<file path="config.mk">
export PLATFORM = sky130hd
export DESIGN_NAME = dte_core
export DESIGN_NICKNAME = d
export VERILOG_FILES = /design/src/inc/dte_pkg.sv /design/src/logic/dte_sync.sv /design/src/logic/dte_code_mem.sv /design/src/logic/dte_core.sv
export VERILOG_INCLUDE_DIRS = /design/src /design/src/inc
export SDC_FILE = /design/constraint.sdc
export NUM_CORES = 1
export LEC_CHECK = 0
export ABC_AREA = 1
export BUFFER_PORTS_ARGS = -buffer_cell sky130_fd_sc_hd__buf_2
export CAP_MARGIN = 15
export CORE_MARGIN = 2
export CORE_UTILIZATION = 60
export CTS_CLUSTER_SIZE = 40
export DETAILED_ROUTE_END_ITERATION = 10
export PLACE_DENSITY = 0.79
export SYNTH_ARGS = -nofsm -noshare
export SYNTH_HDL_FRONTEND = slang
export SYNTH_SLANG_ARGS = --single-unit
</file>
<file path="constraint.sdc">
create_clock -name CORE_CLK -period 2.52 [get_ports CORE_CLK]
set_clock_uncertainty 0.2 [all_clocks]
set_input_delay 0.126 -clock CORE_CLK [delete_from_list [all_inputs] [get_ports CORE_CLK]]
set_output_delay 0.126 -clock CORE_CLK [all_outputs]
set_load 0.01 [all_outputs]
</file>
<file path="src/inc/dte_cfg.svh">
`ifndef DTE_CFG_SVH
`define DTE_CFG_SVH

// Channel and word geometry
`define DTE_NUM_CH 5
`define DTE_CODE_W 16
`define DTE_WORD_W 32
`define DTE_SHORT_W 24
`define DTE_FLAG_W 8
`define DTE_CNT_W 16

// Command codes, bits 23:20 of a 32-bit word
`define DTE_CMD_WRITE_A_OR_B 4'h0
`define DTE_CMD_WRITE_UPD 4'h3
`define DTE_CMD_UPDATE_ALL 4'h9
`define DTE_CMD_WRITE_ALL 4'h8
`define DTE_CMD_CONFIG 4'h7
`define DTE_CMD_SWAP_SELECT 4'hc
`define DTE_CMD_GLOBAL_SWAP 4'hd
`define DTE_CMD_NOP 4'hf

// Config field positions within the data word
`define DTE_CFG_OC_BIT 3
`define DTE_CFG_PL_BIT 2
`define DTE_CFG_TS_BIT 1

// Error flag register bit positions
`define DTE_FLAG_HEAT 5
`define DTE_FLAG_POWER 6
`define DTE_FLAG_LENGTH 7

// Reset values
`define DTE_SELECT_RESET 5'h00
`define DTE_GLOBAL_RESET 1'b1
`define DTE_CODE_RESET 16'h0000

`endif

</file>
<file path="src/inc/dte_pkg.sv">
package dte_pkg;
    typedef logic [15:0] dte_code_t;
    typedef logic [4:0] dte_chmask_t;

    typedef struct packed {
        logic [3:0] cmd;
        logic [3:0] addr;
        logic [15:0] data;
    } dte_instr_t;

    typedef struct packed {
        logic load;
        logic [4:0] mask;
        logic [4:0] from_b;
    } dte_update_t;

    typedef enum logic [1:0] {
        DTE_IDLE = 2'b00,
        DTE_SHIFT = 2'b01,
        DTE_EXEC = 2'b10
    } dte_state_t;
endpackage

</file>
<file path="src/logic/dte_sync.sv">
`timescale 1ns/100ps
// Two-flop synchroniser for a bundle of pin levels
module dte_sync
    import dte_pkg::*;
#(
    parameter int W = 4
) (
    input wire logic clk,
    input wire logic [W-1:0] async_in,
    output logic [W-1:0] sync_out
);
    typedef struct packed {
        logic [W-1:0] meta;
        logic [W-1:0] held;
    } dte_sync_t;

    dte_sync_t st;
    dte_sync_t next_st;

    always_comb begin
        next_st.meta = async_in;
        next_st.held = st.meta;
    end

    // No reset: pin levels ride through reset, so release shows no false edge
    always_ff @(posedge clk) begin
        st <= next_st;
    end

    assign sync_out = st.held;
endmodule

</file>
<file path="src/logic/dte_code_mem.sv">
`timescale 1ns/100ps
`include "dte_cfg.svh"
// Input registers A and B sharing one write port, plus the DAC registers loaded by transfer
module dte_code_mem
    import dte_pkg::*;
(
    input wire logic clk,
    input wire logic rst_n,
    input wire logic in_we,
    input wire logic in_sel_b,
    input wire logic [2:0] in_ch,
    input wire dte_code_t in_code,
    input wire dte_update_t upd,
    input wire logic [2:0] rd_ch,
    output dte_code_t rd_code
);
    typedef struct packed {
        dte_code_t [4:0] reg_a;
        dte_code_t [4:0] reg_b;
        dte_code_t [4:0] dac;
        dte_code_t rd;
    } dte_mem_t;

    dte_mem_t st;
    dte_mem_t next_st;

    always_comb begin
        next_st = st;
        if (in_we && in_ch < 3'(`DTE_NUM_CH)) begin
            if (in_sel_b) begin
                next_st.reg_b[in_ch] = in_code;
            end else begin
                next_st.reg_a[in_ch] = in_code;
            end
        end
        // Transfer uses the old input values, so a same-cycle write lands next time
        for (int i = 0; i < `DTE_NUM_CH; i++) begin
            if (upd.load && upd.mask[i]) begin
                next_st.dac[i] = upd.from_b[i] ? st.reg_b[i] : st.reg_a[i];
            end
        end
        next_st.rd = (rd_ch < 3'(`DTE_NUM_CH)) ? st.dac[rd_ch] : `DTE_CODE_RESET;
    end

    always_ff @(posedge clk) begin
        if (!rst_n) begin
            st <= '0;
        end else begin
            st <= next_st;
        end
    end

    assign rd_code = st.rd;
endmodule

</file>
<file path="src/logic/dte_core.sv">
`timescale 1ns/100ps
`include "dte_cfg.svh"
module dte_core
    import dte_pkg::*;
(
    input wire logic CORE_CLK,
    input wire logic RST_N,
    input wire logic SCK,
    input wire logic SDI,
    input wire logic SELECT_AND_LATCH_N,
    input wire logic EXTERNAL_SWAP_PIN,
    input wire logic LOAD_STROBE_PIN_N,
    input wire logic [4:0] OPEN_CIRCUIT_DETECT,
    input wire logic OVERHEAT_DETECT,
    input wire logic [4:0] POWER_LIMIT_DETECT,
    input wire logic [2:0] READ_CHANNEL,
    output logic SDO_OUT,
    output logic SDO_OE,
    output logic FAULT_OUT,
    output logic FAULT_OE,
    output logic [7:0] ERROR_FLAG_REGISTER,
    output logic [4:0] CHANNEL_SWAP_SELECT,
    output logic GLOBAL_SWAP_BIT,
    output logic [4:0] RANGE_CUT,
    output logic OVERHEAT_SHUTDOWN,
    output logic [15:0] DAC_CODE
);
    // ------------------------------------------------------------
    // Pin synchronisers
    // ------------------------------------------------------------
    logic [3:0] pins;

    dte_sync #(.W(4)) u_sync (
        .clk(CORE_CLK),
        .async_in({SCK, SDI, SELECT_AND_LATCH_N, EXTERNAL_SWAP_PIN}),
        .sync_out(pins)
    );

    logic strobe_pin;

    dte_sync #(.W(1)) u_sync_ld (
        .clk(CORE_CLK),
        .async_in(LOAD_STROBE_PIN_N),
        .sync_out(strobe_pin)
    );

    // Detector outputs come from the analog side, so they are synchronised too
    logic [10:0] cond;

    dte_sync #(.W(11)) u_sync_cond (
        .clk(CORE_CLK),
        .async_in({OPEN_CIRCUIT_DETECT, OVERHEAT_DETECT, POWER_LIMIT_DETECT}),
        .sync_out(cond)
    );

    logic [4:0] oc_s;
    logic [4:0] pl_s;
    logic oh_s;
    assign oc_s = cond[10:6];
    assign oh_s = cond[5];
    assign pl_s = cond[4:0];

    logic sck_s, sdi_s, cs_s, swp_s, ld_s;
    assign sck_s = pins[3];
    assign sdi_s = pins[2];
    assign cs_s = pins[1];
    assign swp_s = pins[0];
    assign ld_s = strobe_pin;

    // ------------------------------------------------------------
    // State
    // ------------------------------------------------------------
    typedef struct packed {
        dte_state_t fsm;
        logic sck_d;
        logic cs_d;
        logic swp_d;
        logic ld_d;
        logic [31:0] shreg;
        logic [15:0] count;
        logic sdo;
        dte_instr_t echo;
        logic [7:0] flags;
        logic [7:0] sticky;
        logic fault;
        dte_chmask_t sel;
        logic gbit;
        logic [2:0] cfg;
        logic we;
        logic we_b;
        logic [2:0] we_ch;
        dte_code_t we_code;
        dte_update_t upd;
    } dte_core_t;

    dte_core_t st;
    dte_core_t next_st;

    function automatic logic len_ok(input logic [15:0] n);
        len_ok = (n == 16'(`DTE_SHORT_W)) || (n != 16'h0000 && n[4:0] == 5'h00);
    endfunction

    function automatic dte_update_t swap_load(input dte_chmask_t m, input logic to_b);
        swap_load.load = 1'b1;
        swap_load.mask = m;
        swap_load.from_b = to_b ? m : 5'h00;
    endfunction

    logic sck_rise, sck_fall, cs_fall, cs_rise, swp_edge, ld_fall;
    dte_instr_t ins;
    logic [7:0] live;

    always_comb begin
        sck_rise = sck_s && !st.sck_d;
        sck_fall = !sck_s && st.sck_d;
        cs_fall = !cs_s && st.cs_d;
        cs_rise = cs_s && !st.cs_d;
        swp_edge = swp_s != st.swp_d;
        ld_fall = !ld_s && st.ld_d;
        // Short words carry 8 data bits in the high byte; the low byte is zero
        ins = (st.count == 16'(`DTE_SHORT_W)) ?
            dte_instr_t'({st.shreg[15:0], 8'h00}) : dte_instr_t'(st.shreg[23:0]);
        live = 8'h00;
        live[4:0] = st.cfg[2] ? 5'h00 : oc_s;
        live[`DTE_FLAG_HEAT] = oh_s && !st.cfg[0];
        live[`DTE_FLAG_POWER] = |pl_s && !st.cfg[1];
        next_st = st;
        next_st.sck_d = sck_s;
        next_st.cs_d = cs_s;
        next_st.swp_d = swp_s;
        next_st.ld_d = ld_s;
        next_st.we = 1'b0;
        next_st.upd = '0;
        next_st.sticky = st.sticky | live;
        if (|live) begin
            next_st.fault = 1'b1;
        end
        unique case (st.fsm)
            DTE_IDLE: begin
                if (cs_fall) begin
                    next_st.fsm = DTE_SHIFT;
                    next_st.count = '0;
                    // Load echo of last word, flag byte leading
                    next_st.shreg = {st.sticky, st.echo};
                    next_st.flags = st.sticky;
                    next_st.sticky = live;
                    next_st.sdo = st.sticky[7];
                end
            end
            DTE_SHIFT: begin
                if (sck_rise) begin
                    next_st.shreg = {st.shreg[30:0], sdi_s};
                    if (st.count != 16'hffff) begin
                        next_st.count = st.count + 16'h0001;
                    end
                end
                if (sck_fall) begin
                    next_st.sdo = st.shreg[31];
                end
                if (cs_rise) begin
                    next_st.fsm = DTE_EXEC;
                    next_st.fault = |live;
                end
            end
            DTE_EXEC: begin
                next_st.fsm = DTE_IDLE;
                if (!len_ok(st.count)) begin
                    next_st.sticky[`DTE_FLAG_LENGTH] = 1'b1;
                    next_st.fault = 1'b1;
                end else begin
                    next_st.echo = ins;
                    unique case (ins.cmd)
                        `DTE_CMD_WRITE_A_OR_B, `DTE_CMD_WRITE_UPD: begin
                            // Upper addresses would alias onto real channels
                            if (ins.addr < 4'(`DTE_NUM_CH)) begin
                                next_st.we = 1'b1;
                                next_st.we_b = st.sel[ins.addr[2:0]];
                                next_st.we_ch = ins.addr[2:0];
                                next_st.we_code = ins.data;
                            end
                        end
                        `DTE_CMD_SWAP_SELECT: begin
                            next_st.sel = ins.data[4:0];
                        end
                        `DTE_CMD_GLOBAL_SWAP: begin
                            next_st.gbit = ins.data[0];
                            if (ins.data[0] != st.gbit) begin
                                next_st.upd = swap_load(st.sel, ins.data[0]);
                            end
                        end
                        `DTE_CMD_UPDATE_ALL: begin
                            next_st.upd.load = 1'b1;
                            next_st.upd.mask = 5'h1f;
                            next_st.upd.from_b = st.sel;
                        end
                        `DTE_CMD_CONFIG: begin
                            next_st.cfg = {ins.data[`DTE_CFG_OC_BIT],
                                ins.data[`DTE_CFG_PL_BIT], ins.data[`DTE_CFG_TS_BIT]};
                        end
                        default: begin
                        end
                    endcase
                end
            end
            default: begin
                next_st.fsm = DTE_IDLE;
            end
        endcase
        // Pin events; serial command wins when both fall in one cycle
        if (!next_st.upd.load) begin
            if (swp_edge) begin
                next_st.upd = swap_load(st.sel, swp_s);
            end else if (ld_fall) begin
                next_st.upd.load = 1'b1;
                next_st.upd.mask = 5'h1f;
                next_st.upd.from_b = st.sel;
            end
        end
    end

    always_ff @(posedge CORE_CLK) begin
        if (!RST_N) begin
            st <= '0;
            // Edge memories follow the pins so release makes no false edge
            st.sck_d <= sck_s;
            st.cs_d <= cs_s;
            st.swp_d <= swp_s;
            st.ld_d <= ld_s;
            st.sel <= `DTE_SELECT_RESET;
            st.gbit <= `DTE_GLOBAL_RESET;
        end else begin
            st <= next_st;
        end
    end

    // ------------------------------------------------------------
    // Code storage
    // ------------------------------------------------------------
    dte_code_mem u_mem (
        .clk(CORE_CLK),
        .rst_n(RST_N),
        .in_we(st.we),
        .in_sel_b(st.we_b),
        .in_ch(st.we_ch),
        .in_code(st.we_code),
        .upd(st.upd),
        .rd_ch(READ_CHANNEL),
        .rd_code(DAC_CODE)
    );

    // ------------------------------------------------------------
    // Outputs
    // ------------------------------------------------------------
    assign SDO_OUT = st.sdo;
    assign SDO_OE = (st.fsm == DTE_SHIFT);
    assign FAULT_OUT = 1'b0;
    assign FAULT_OE = st.fault;
    assign ERROR_FLAG_REGISTER = st.flags;
    assign CHANNEL_SWAP_SELECT = st.sel;
    assign GLOBAL_SWAP_BIT = st.gbit;
    assign RANGE_CUT = st.cfg[1] ? 5'h00 : pl_s;
    assign OVERHEAT_SHUTDOWN = oh_s && !st.cfg[0];
endmodule

</file>
Yosys cells after proc, flatten, opt, wreduce, memory -nomap -nowiden
Index checks and enable logic that the tools add are counted.

Flip-flop bits (word level): 425. Input bits: 21. Output and inout bits: 40. Logic and storage cells: 159.

Add/subtract/negate cells: 1. $lt $le $gt $ge: 7. Equal/unequal tests: 16. Multiplexer cells: 42. Bitwise logic cells: 2. Reductions and logical operators: 45.

Operators by type and width (count): bitwise mux 80 bit (2); two-way mux 16 bit (8); one-hot mux 49 bit (2 select lines) (1); two-way mux 11 bit (6); two-way mux 49 bit (1); binary-select mux 16 bit (select 3 bit) (1); demux 16 bit (select 3 bit) (1); two-way mux 48 bit (1); two-way mux 24 bit (1); one-hot mux 11 bit (2 select lines) (1); two-way mux 21 bit (1); two-way mux 5 bit (4); adder 16 x 1 -> 16 bit (second input constant) (1); == test 16 x 5 -> 1 bit (second input constant) (1); inequality test 16 bit (second input constant) (1); nonzero test 16 bit (1); logical AND 1 bit (15); AND reduction 3 bit (5); == test 4 bit (second input constant) (3); < comparator 3 x 4 -> 1 bit (second input constant) (3); AND reduction 2 bit (6); AND reduction 4 bit (3); two-way mux 8 bit (1); inequality test 2 x 1 -> 1 bit (second input constant) (4); other kinds (26) (41).

Depth between registers and ports, before layout
Word-level depth: 10. Depth in mapped cells: 20.

Modules after synthesis
A second synthesis with hierarchy kept.

Cell total of the unflattened synthesis: 2582. Area, all modules: 18262.5 sq um.

By module, submodules not included: dte_code_mem (times used 1, cells an instance 1635, area an instance 11264.6 sq um, seq. area each 5124.9 sq um); dte_core (times used 1, cells an instance 915, area an instance 6357.3 sq um, seq. area each 2742.6 sq um); dte_sync (u_sync_cond) (times used 1, cells an instance 22, area an instance 440.4 sq um, seq. area each 440.4 sq um); dte_sync (u_sync) (times used 1, cells an instance 8, area an instance 160.2 sq um, seq. area each 160.2 sq um); dte_sync (u_sync_ld) (times used 1, cells an instance 2, area an instance 40.0 sq um, seq. area each 40.0 sq um).

Worst setup path after synthesis
Ideal clock, no wire load.

Path kind: reg2reg. From: reg st[83] in the netlist's numbering. To: reg st[29] in the netlist's numbering. Arrival: 1.940 ns. Required time: 2.207 ns. Setup slack: 0.266 ns. Stages on the path, launching flop included: 17. Clock period less this slack: 2.254 ns. Cells stage by stage: dfxtp_1 > inv_1 > ha_1 > inv_1 > nor2_1 > nand2_2 > nor2_4 > nand2_2 > buf_6 > buf_6 > nand2_2 > nand2_2 > nor3_4 > nand2_4 > buf_2 > o21ai_1 > nor2_1.

Word-level cells in the longest chain between the ends: 5.

Ends and longest elaborated chain: start: declaration (RTL line dte_core.sv:96) `dte_core_t st;`; start signal: assignment (RTL line dte_core.sv:232) `st <= next_st;`; parallel branches: the longest is 5 deep, another holds < comparator 4 x 3 -> 1 bit.

Several ways; the timed one is not identified. A chain may end at the register's enable or synchronous reset.

Worst setup path after layout
From: reg st[83] in the netlist's numbering. To: reg st[0] in the netlist's numbering.

Word-level cells in the longest chain between the ends: 10.

Ends and longest elaborated chain: == test 16 x 5 -> 1 bit (RTL line dte_core.sv:100, dte_core.sv:121); two-way mux 24 bit (RTL line dte_core.sv:121) `` ins = (st.count == 16'(`DTE_SHORT_W)) ? ``; two-way mux 5 bit or inequality test 1 bit (tied branches) (RTL line dte_core.sv:106, dte_core.sv:187); two-way mux 11 bit (RTL line dte_core.sv:187) `if (ins.data[0] != st.gbit) begin`; one-hot mux 11 bit (2 select lines) (RTL line dte_core.sv:172) `unique case (ins.cmd)`; two-way mux 11 bit (*) (RTL line dte_core.sv:167) `if (!len_ok(st.count)) begin`; two-way mux 11 bit (*) (RTL line dte_core.sv:138) `unique case (st.fsm)`; two-way mux 11 bit (RTL line dte_core.sv:213) `end else if (ld_fall) begin`; two-way mux 11 bit (RTL line dte_core.sv:211) `if (swp_edge) begin`; two-way mux 11 bit (*) (RTL line dte_core.sv:210) `if (!next_st.upd.load) begin`.

Mark *: on every way between the ends. The rest lies on a longest branch, timed or not.

==> key figures <==
Logic synthesis
  – Number of distinct standard cells referenced by the synthesized netlist: 40
  – Synth Flop Type: dfxtp_1
  – Most area-consuming cells after synthesis: dfxtp_1 (50%), o21ai_0 (8.7%), nor2_1 (8.3%)
  – Number of synthesized flops with an enable pin: 0
  – Async set or reset register ratio after synthesis: 0
  – Commonest cells in the netlist: dfxtp_1 (425), nor2_1 (375), nand2_1 (329)
  – Most frequently used cell type in the post-synthesis netlist: dfxtp_1
  – Post-Synthesis Cells: 2286
  – Post-Syn Area: 17100 sq um
  – Dominant cell type by area after synthesis: dfxtp_1
  – Post-Syn Area per Cell: 7.46 sq um
  – Total nets after synthesis: 2312
  – Part of the Yosys area used for sequential elements: 0.499
  – Count of yosys warnings during synthesis: 0
  – Portion of synthesized cell area occupied by the leading cell type: 0.499
  – Flops & latches, synth: 425

Clock tree
  – Total CTS buffers: 43
  – Clock-pin slew on the worst setup and hold paths: 0.06 ns
  – TritonCTS Sinks: 425
  – Skew-Pair Late Insertion Delay: 0.54 ns
  – TritonCTS clock tree: done
  – H-tree lvl count: 2
  – Buffer levels on the longest clock path: 3
  – Root Driver: clkbuf_16

Power
  – Leakage Power: 8.31 nW
  – VDD IR-drop max: 0.721 mV
  – Power per cell area: 744 nW/um^2

GRT
  – Pin count of the biggest net entering global routing: 98
  – Antenna violations before repair: 0
  – Global-route wire length before repair: 71.6 mm
  – GRT Resource Usage Total: 0.293
  – Remaining Overflow, GRT: 0
  – Number of global-route vias before repair: 13900

Critical path
  – Start point of the critical path: st[83]$_SDFFE_PN0P_
  – Top fanout value on the critical path: 14
  – Crit start category: flop
  – Critical path's largest stage delay: 0.34 ns
  – Crit-path most repeated cell: nand2_2
  – Endpoint required time on the critical path: 2.74 ns
  – Ordered list of cells on the worst path: inv_1 -> ha_1 -> inv_1 -> nor2_1 -> nand2_2 -> nor2_4 -> nand2_4 -> nand2_1 -> nand2_2 -> nor2_2 -> nand3_1 -> nand2_4 -> nand2_2 -> nand3_2 -> a21oi_1
  – Worst Setup End Kind: flop
  – Path type of the worst setup path: flop to flop
  – Arrival time of data at the critical path endpoint: 2.59 ns
  – Worst-path cell with the longest stage delay: dfxtp_2
  – Worst flop-to-flop path startpoint: st[83]$_SDFFE_PN0P_

Route
  – Number of nets with antenna violations after detailed routing: 0
  – Routed WL: 44.9 mm
  – Total DRC errors in the routed layout: 0
  – First-iteration detailed-routing DRC count: 1835
  – Routed length per instance: 16.6 um
  – Via/cell ratio: 5.66
  – Via count of the routed design: 15300
  – Total iterations of the first detailed-routing run: 7

Timing
  – Final count of pins violating max slew: 0
  – Min cycle time layout: 2.37 ns
  – Post-route worst setup slack: 0.150 ns
  – Slew HR: 0.440
  – Worst slew pin tran: 0.839 ns
  – Setup violations, final: 0
  – Final Hold Fails: 0
  – Setup TNS after final layout: 0 ns
  – Period Utilization, post-route: 0.941
  – Highest clock frequency the design can meet: 422 MHz

Die
  – Die footprint: 29800 sq um
  – Effective utilization at floorplan: 0.612
  – Number of top-level pins: 61
  – Die height: 173 um
  – DIE WIDTH: 173 um
  – Placeable Area: 27900 sq um
  – Number of rows in the core area: 61

Worst hold path
  – Worst Min Path Start: SDI
  – Type of the most critical hold path: input port to flop

Layout
  – Register area: 8510 sq um
  – Syn-to-layout area delta: 12.6%
  – Multi-input combinational cell area: 6900 sq um
  – Area of all placed cells without fillers: 19200 sq um
  – Fraction of final layout cells sized beyond drive strength 1: 0.0976
  – Fill cell instance count of the final layout: 2231
  – Ant. Diodes: 0
  – NumNets Final: 2320

Outcome
  – Outcome: completed

Place
  – Setup Slack @ Placement: -0.0476 ns
  – Post-detailed-placement half-perimeter wirelength: 29.3 mm
  – Final weighted congestion in routability-driven placement: 0.951
  – Post-place instance area: 17400 sq um
  – # port buffers: 59

Job
  – Number of max-cap violations: 0
[final cells by class]
type	count	share of cell area
Timing Repair Buffer	139	0.0497
Tap cell	378	0.0246
Inverter	237	0.0472
Clock buffer	64	0.0697
Multi-Input combinational cell	1448	0.359
Sequential cell	425	0.443
Clock inverter	14	0.00639
[per-layer routing]
| layer | global-route usage | up-vias | share of wire |
|---|---|---|---|
| met5 | 0 | - | 0 |
| met4 | 0.105 | 0 | 0.034 |
| met3 | 0.0473 | 104 | 0.085 |
| met2 | 0.473 | 653 | 0.45 |
| met1 | 0.400 | 7094 | 0.43 |
| li1 | - | 7464 | - |
[cells by family (layout without fill, tap and decap cells)]
family | count (synthesis) | after routing | share of synthesized area
fa+ha+maj | 5 | 5 | 0.00367
other cells | 1 | 1 | 0.000220
simple gates | 823 | 825 | 0.194
buf+inv | 415 | 454 | 0.101
xor+xnor | 2 | 2 | 0.00103
flops | 425 | 425 | 0.499
compound gates | 615 | 615 | 0.201
[cells in the final DEF, fill, tap and decap left out, types with 2 or more instances in the layout]
cell type | netlist | routed
o211ai_1 | 81 | 81
a21oi_1 | 162 | 162
nor2_4 | 1 | 2
clkbuf_8 | 0 | 14
bufinv_16 | 0 | 2
dlygate4sd3_1 | 0 | 18
nand2_2 | 7 | 10
nor3_1 | 15 | 14
nor2_1 | 375 | 372
buf_2 | 13 | 58
nor4_1 | 3 | 3
o21ai_0 | 298 | 296
clkinv_2 | 1 | 12
clkbuf_1 | 123 | 5
nand2_4 | 1 | 4
nand3_1 | 76 | 76
nand4_1 | 8 | 8
nand3b_1 | 4 | 4
clkbuf_16 | 0 | 45
dfxtp_1 | 425 | 424
xor2_1 | 2 | 2
ha_1 | 5 | 5
inv_2 | 3 | 3
o21ai_1 | 11 | 13
nor2_2 | 1 | 3
inv_1 | 228 | 227
nand2_1 | 329 | 324
buf_4 | 30 | 60
o32ai_1 | 16 | 16
a211oi_1 | 7 | 7
clkinv_1 | 4 | 4
buf_6 | 3 | 3
a31oi_1 | 35 | 35
[what timing repair did]
action / 4_1_cts / 5_1_grt
buffers inserted: 0 / 5
hold buffers: 18 / 0
gates resized for setup: 3 / 22
endpoints found under the setup margin: 29 / 34
pin swaps: 0 / 8
cloned: 0 / 2
hold endpoints to repair: 78 / 0
[final timing paths]
check,slack (ns),to,depth (start not counted)
max,0.15,st[0]$_SDFF_PN0_,15
min,0.02,u_sync.next_st[2]$_DFF_P_,2
max reg2reg,0.15,st[0]$_SDFF_PN0_,15
min reg2reg,0.12,u_sync.sync_out[3]$_DFF_P_,0
[worst max-delay path, delay by kind of cell (launching register included)]
family	cells	cell delay [ns]
compound gates	1	0.07
fa+ha+maj	1	0.14
buf+inv	2	0.12
flops	1	0.34
simple gates	11	1.39
[flip-flops by register name, indices dropped and copies added (netlist names), 4 cells and up]
name,count
u_mem.st,240
u_sync.sync_out,4
u_sync_cond.next_st,11
u_mem.rd_code,16
u_sync_cond.sync_out,11
CHANNEL_SWAP_SELECT,5
st,121
u_sync.next_st,4
ERROR_FLAG_REGISTER,8
[where the power goes]
| group | internal (mW) | switching, mW |
|---|---|---|
| clock | 3.87 | 2.60 |
| sequential | 6.88 | 0.120 |
| combinational | 0.274 | 0.536 |
| total | 11.0 | 3.26 |
[through the flow]
| stage | std cells | util | total power, mW | hold slack, ns |
|---|---|---|---|---|
| floorplan | 2286 | - | 7.64 | -0.0463 |
| CTS | 2698 | 0.685 | 14.3 | 0.00670 |
| global route | 2705 | 0.689 | 14.7 | 0.0317 |
| global placement | 2602 | 0.625 | 7.86 | 0.0280 |
| detailed placement | 2602 | 0.625 | 7.89 | 0.0306 |
| finish | 2705 | 0.689 | 14.3 | 0.0191 |
(Power assumes the default switching activity.)
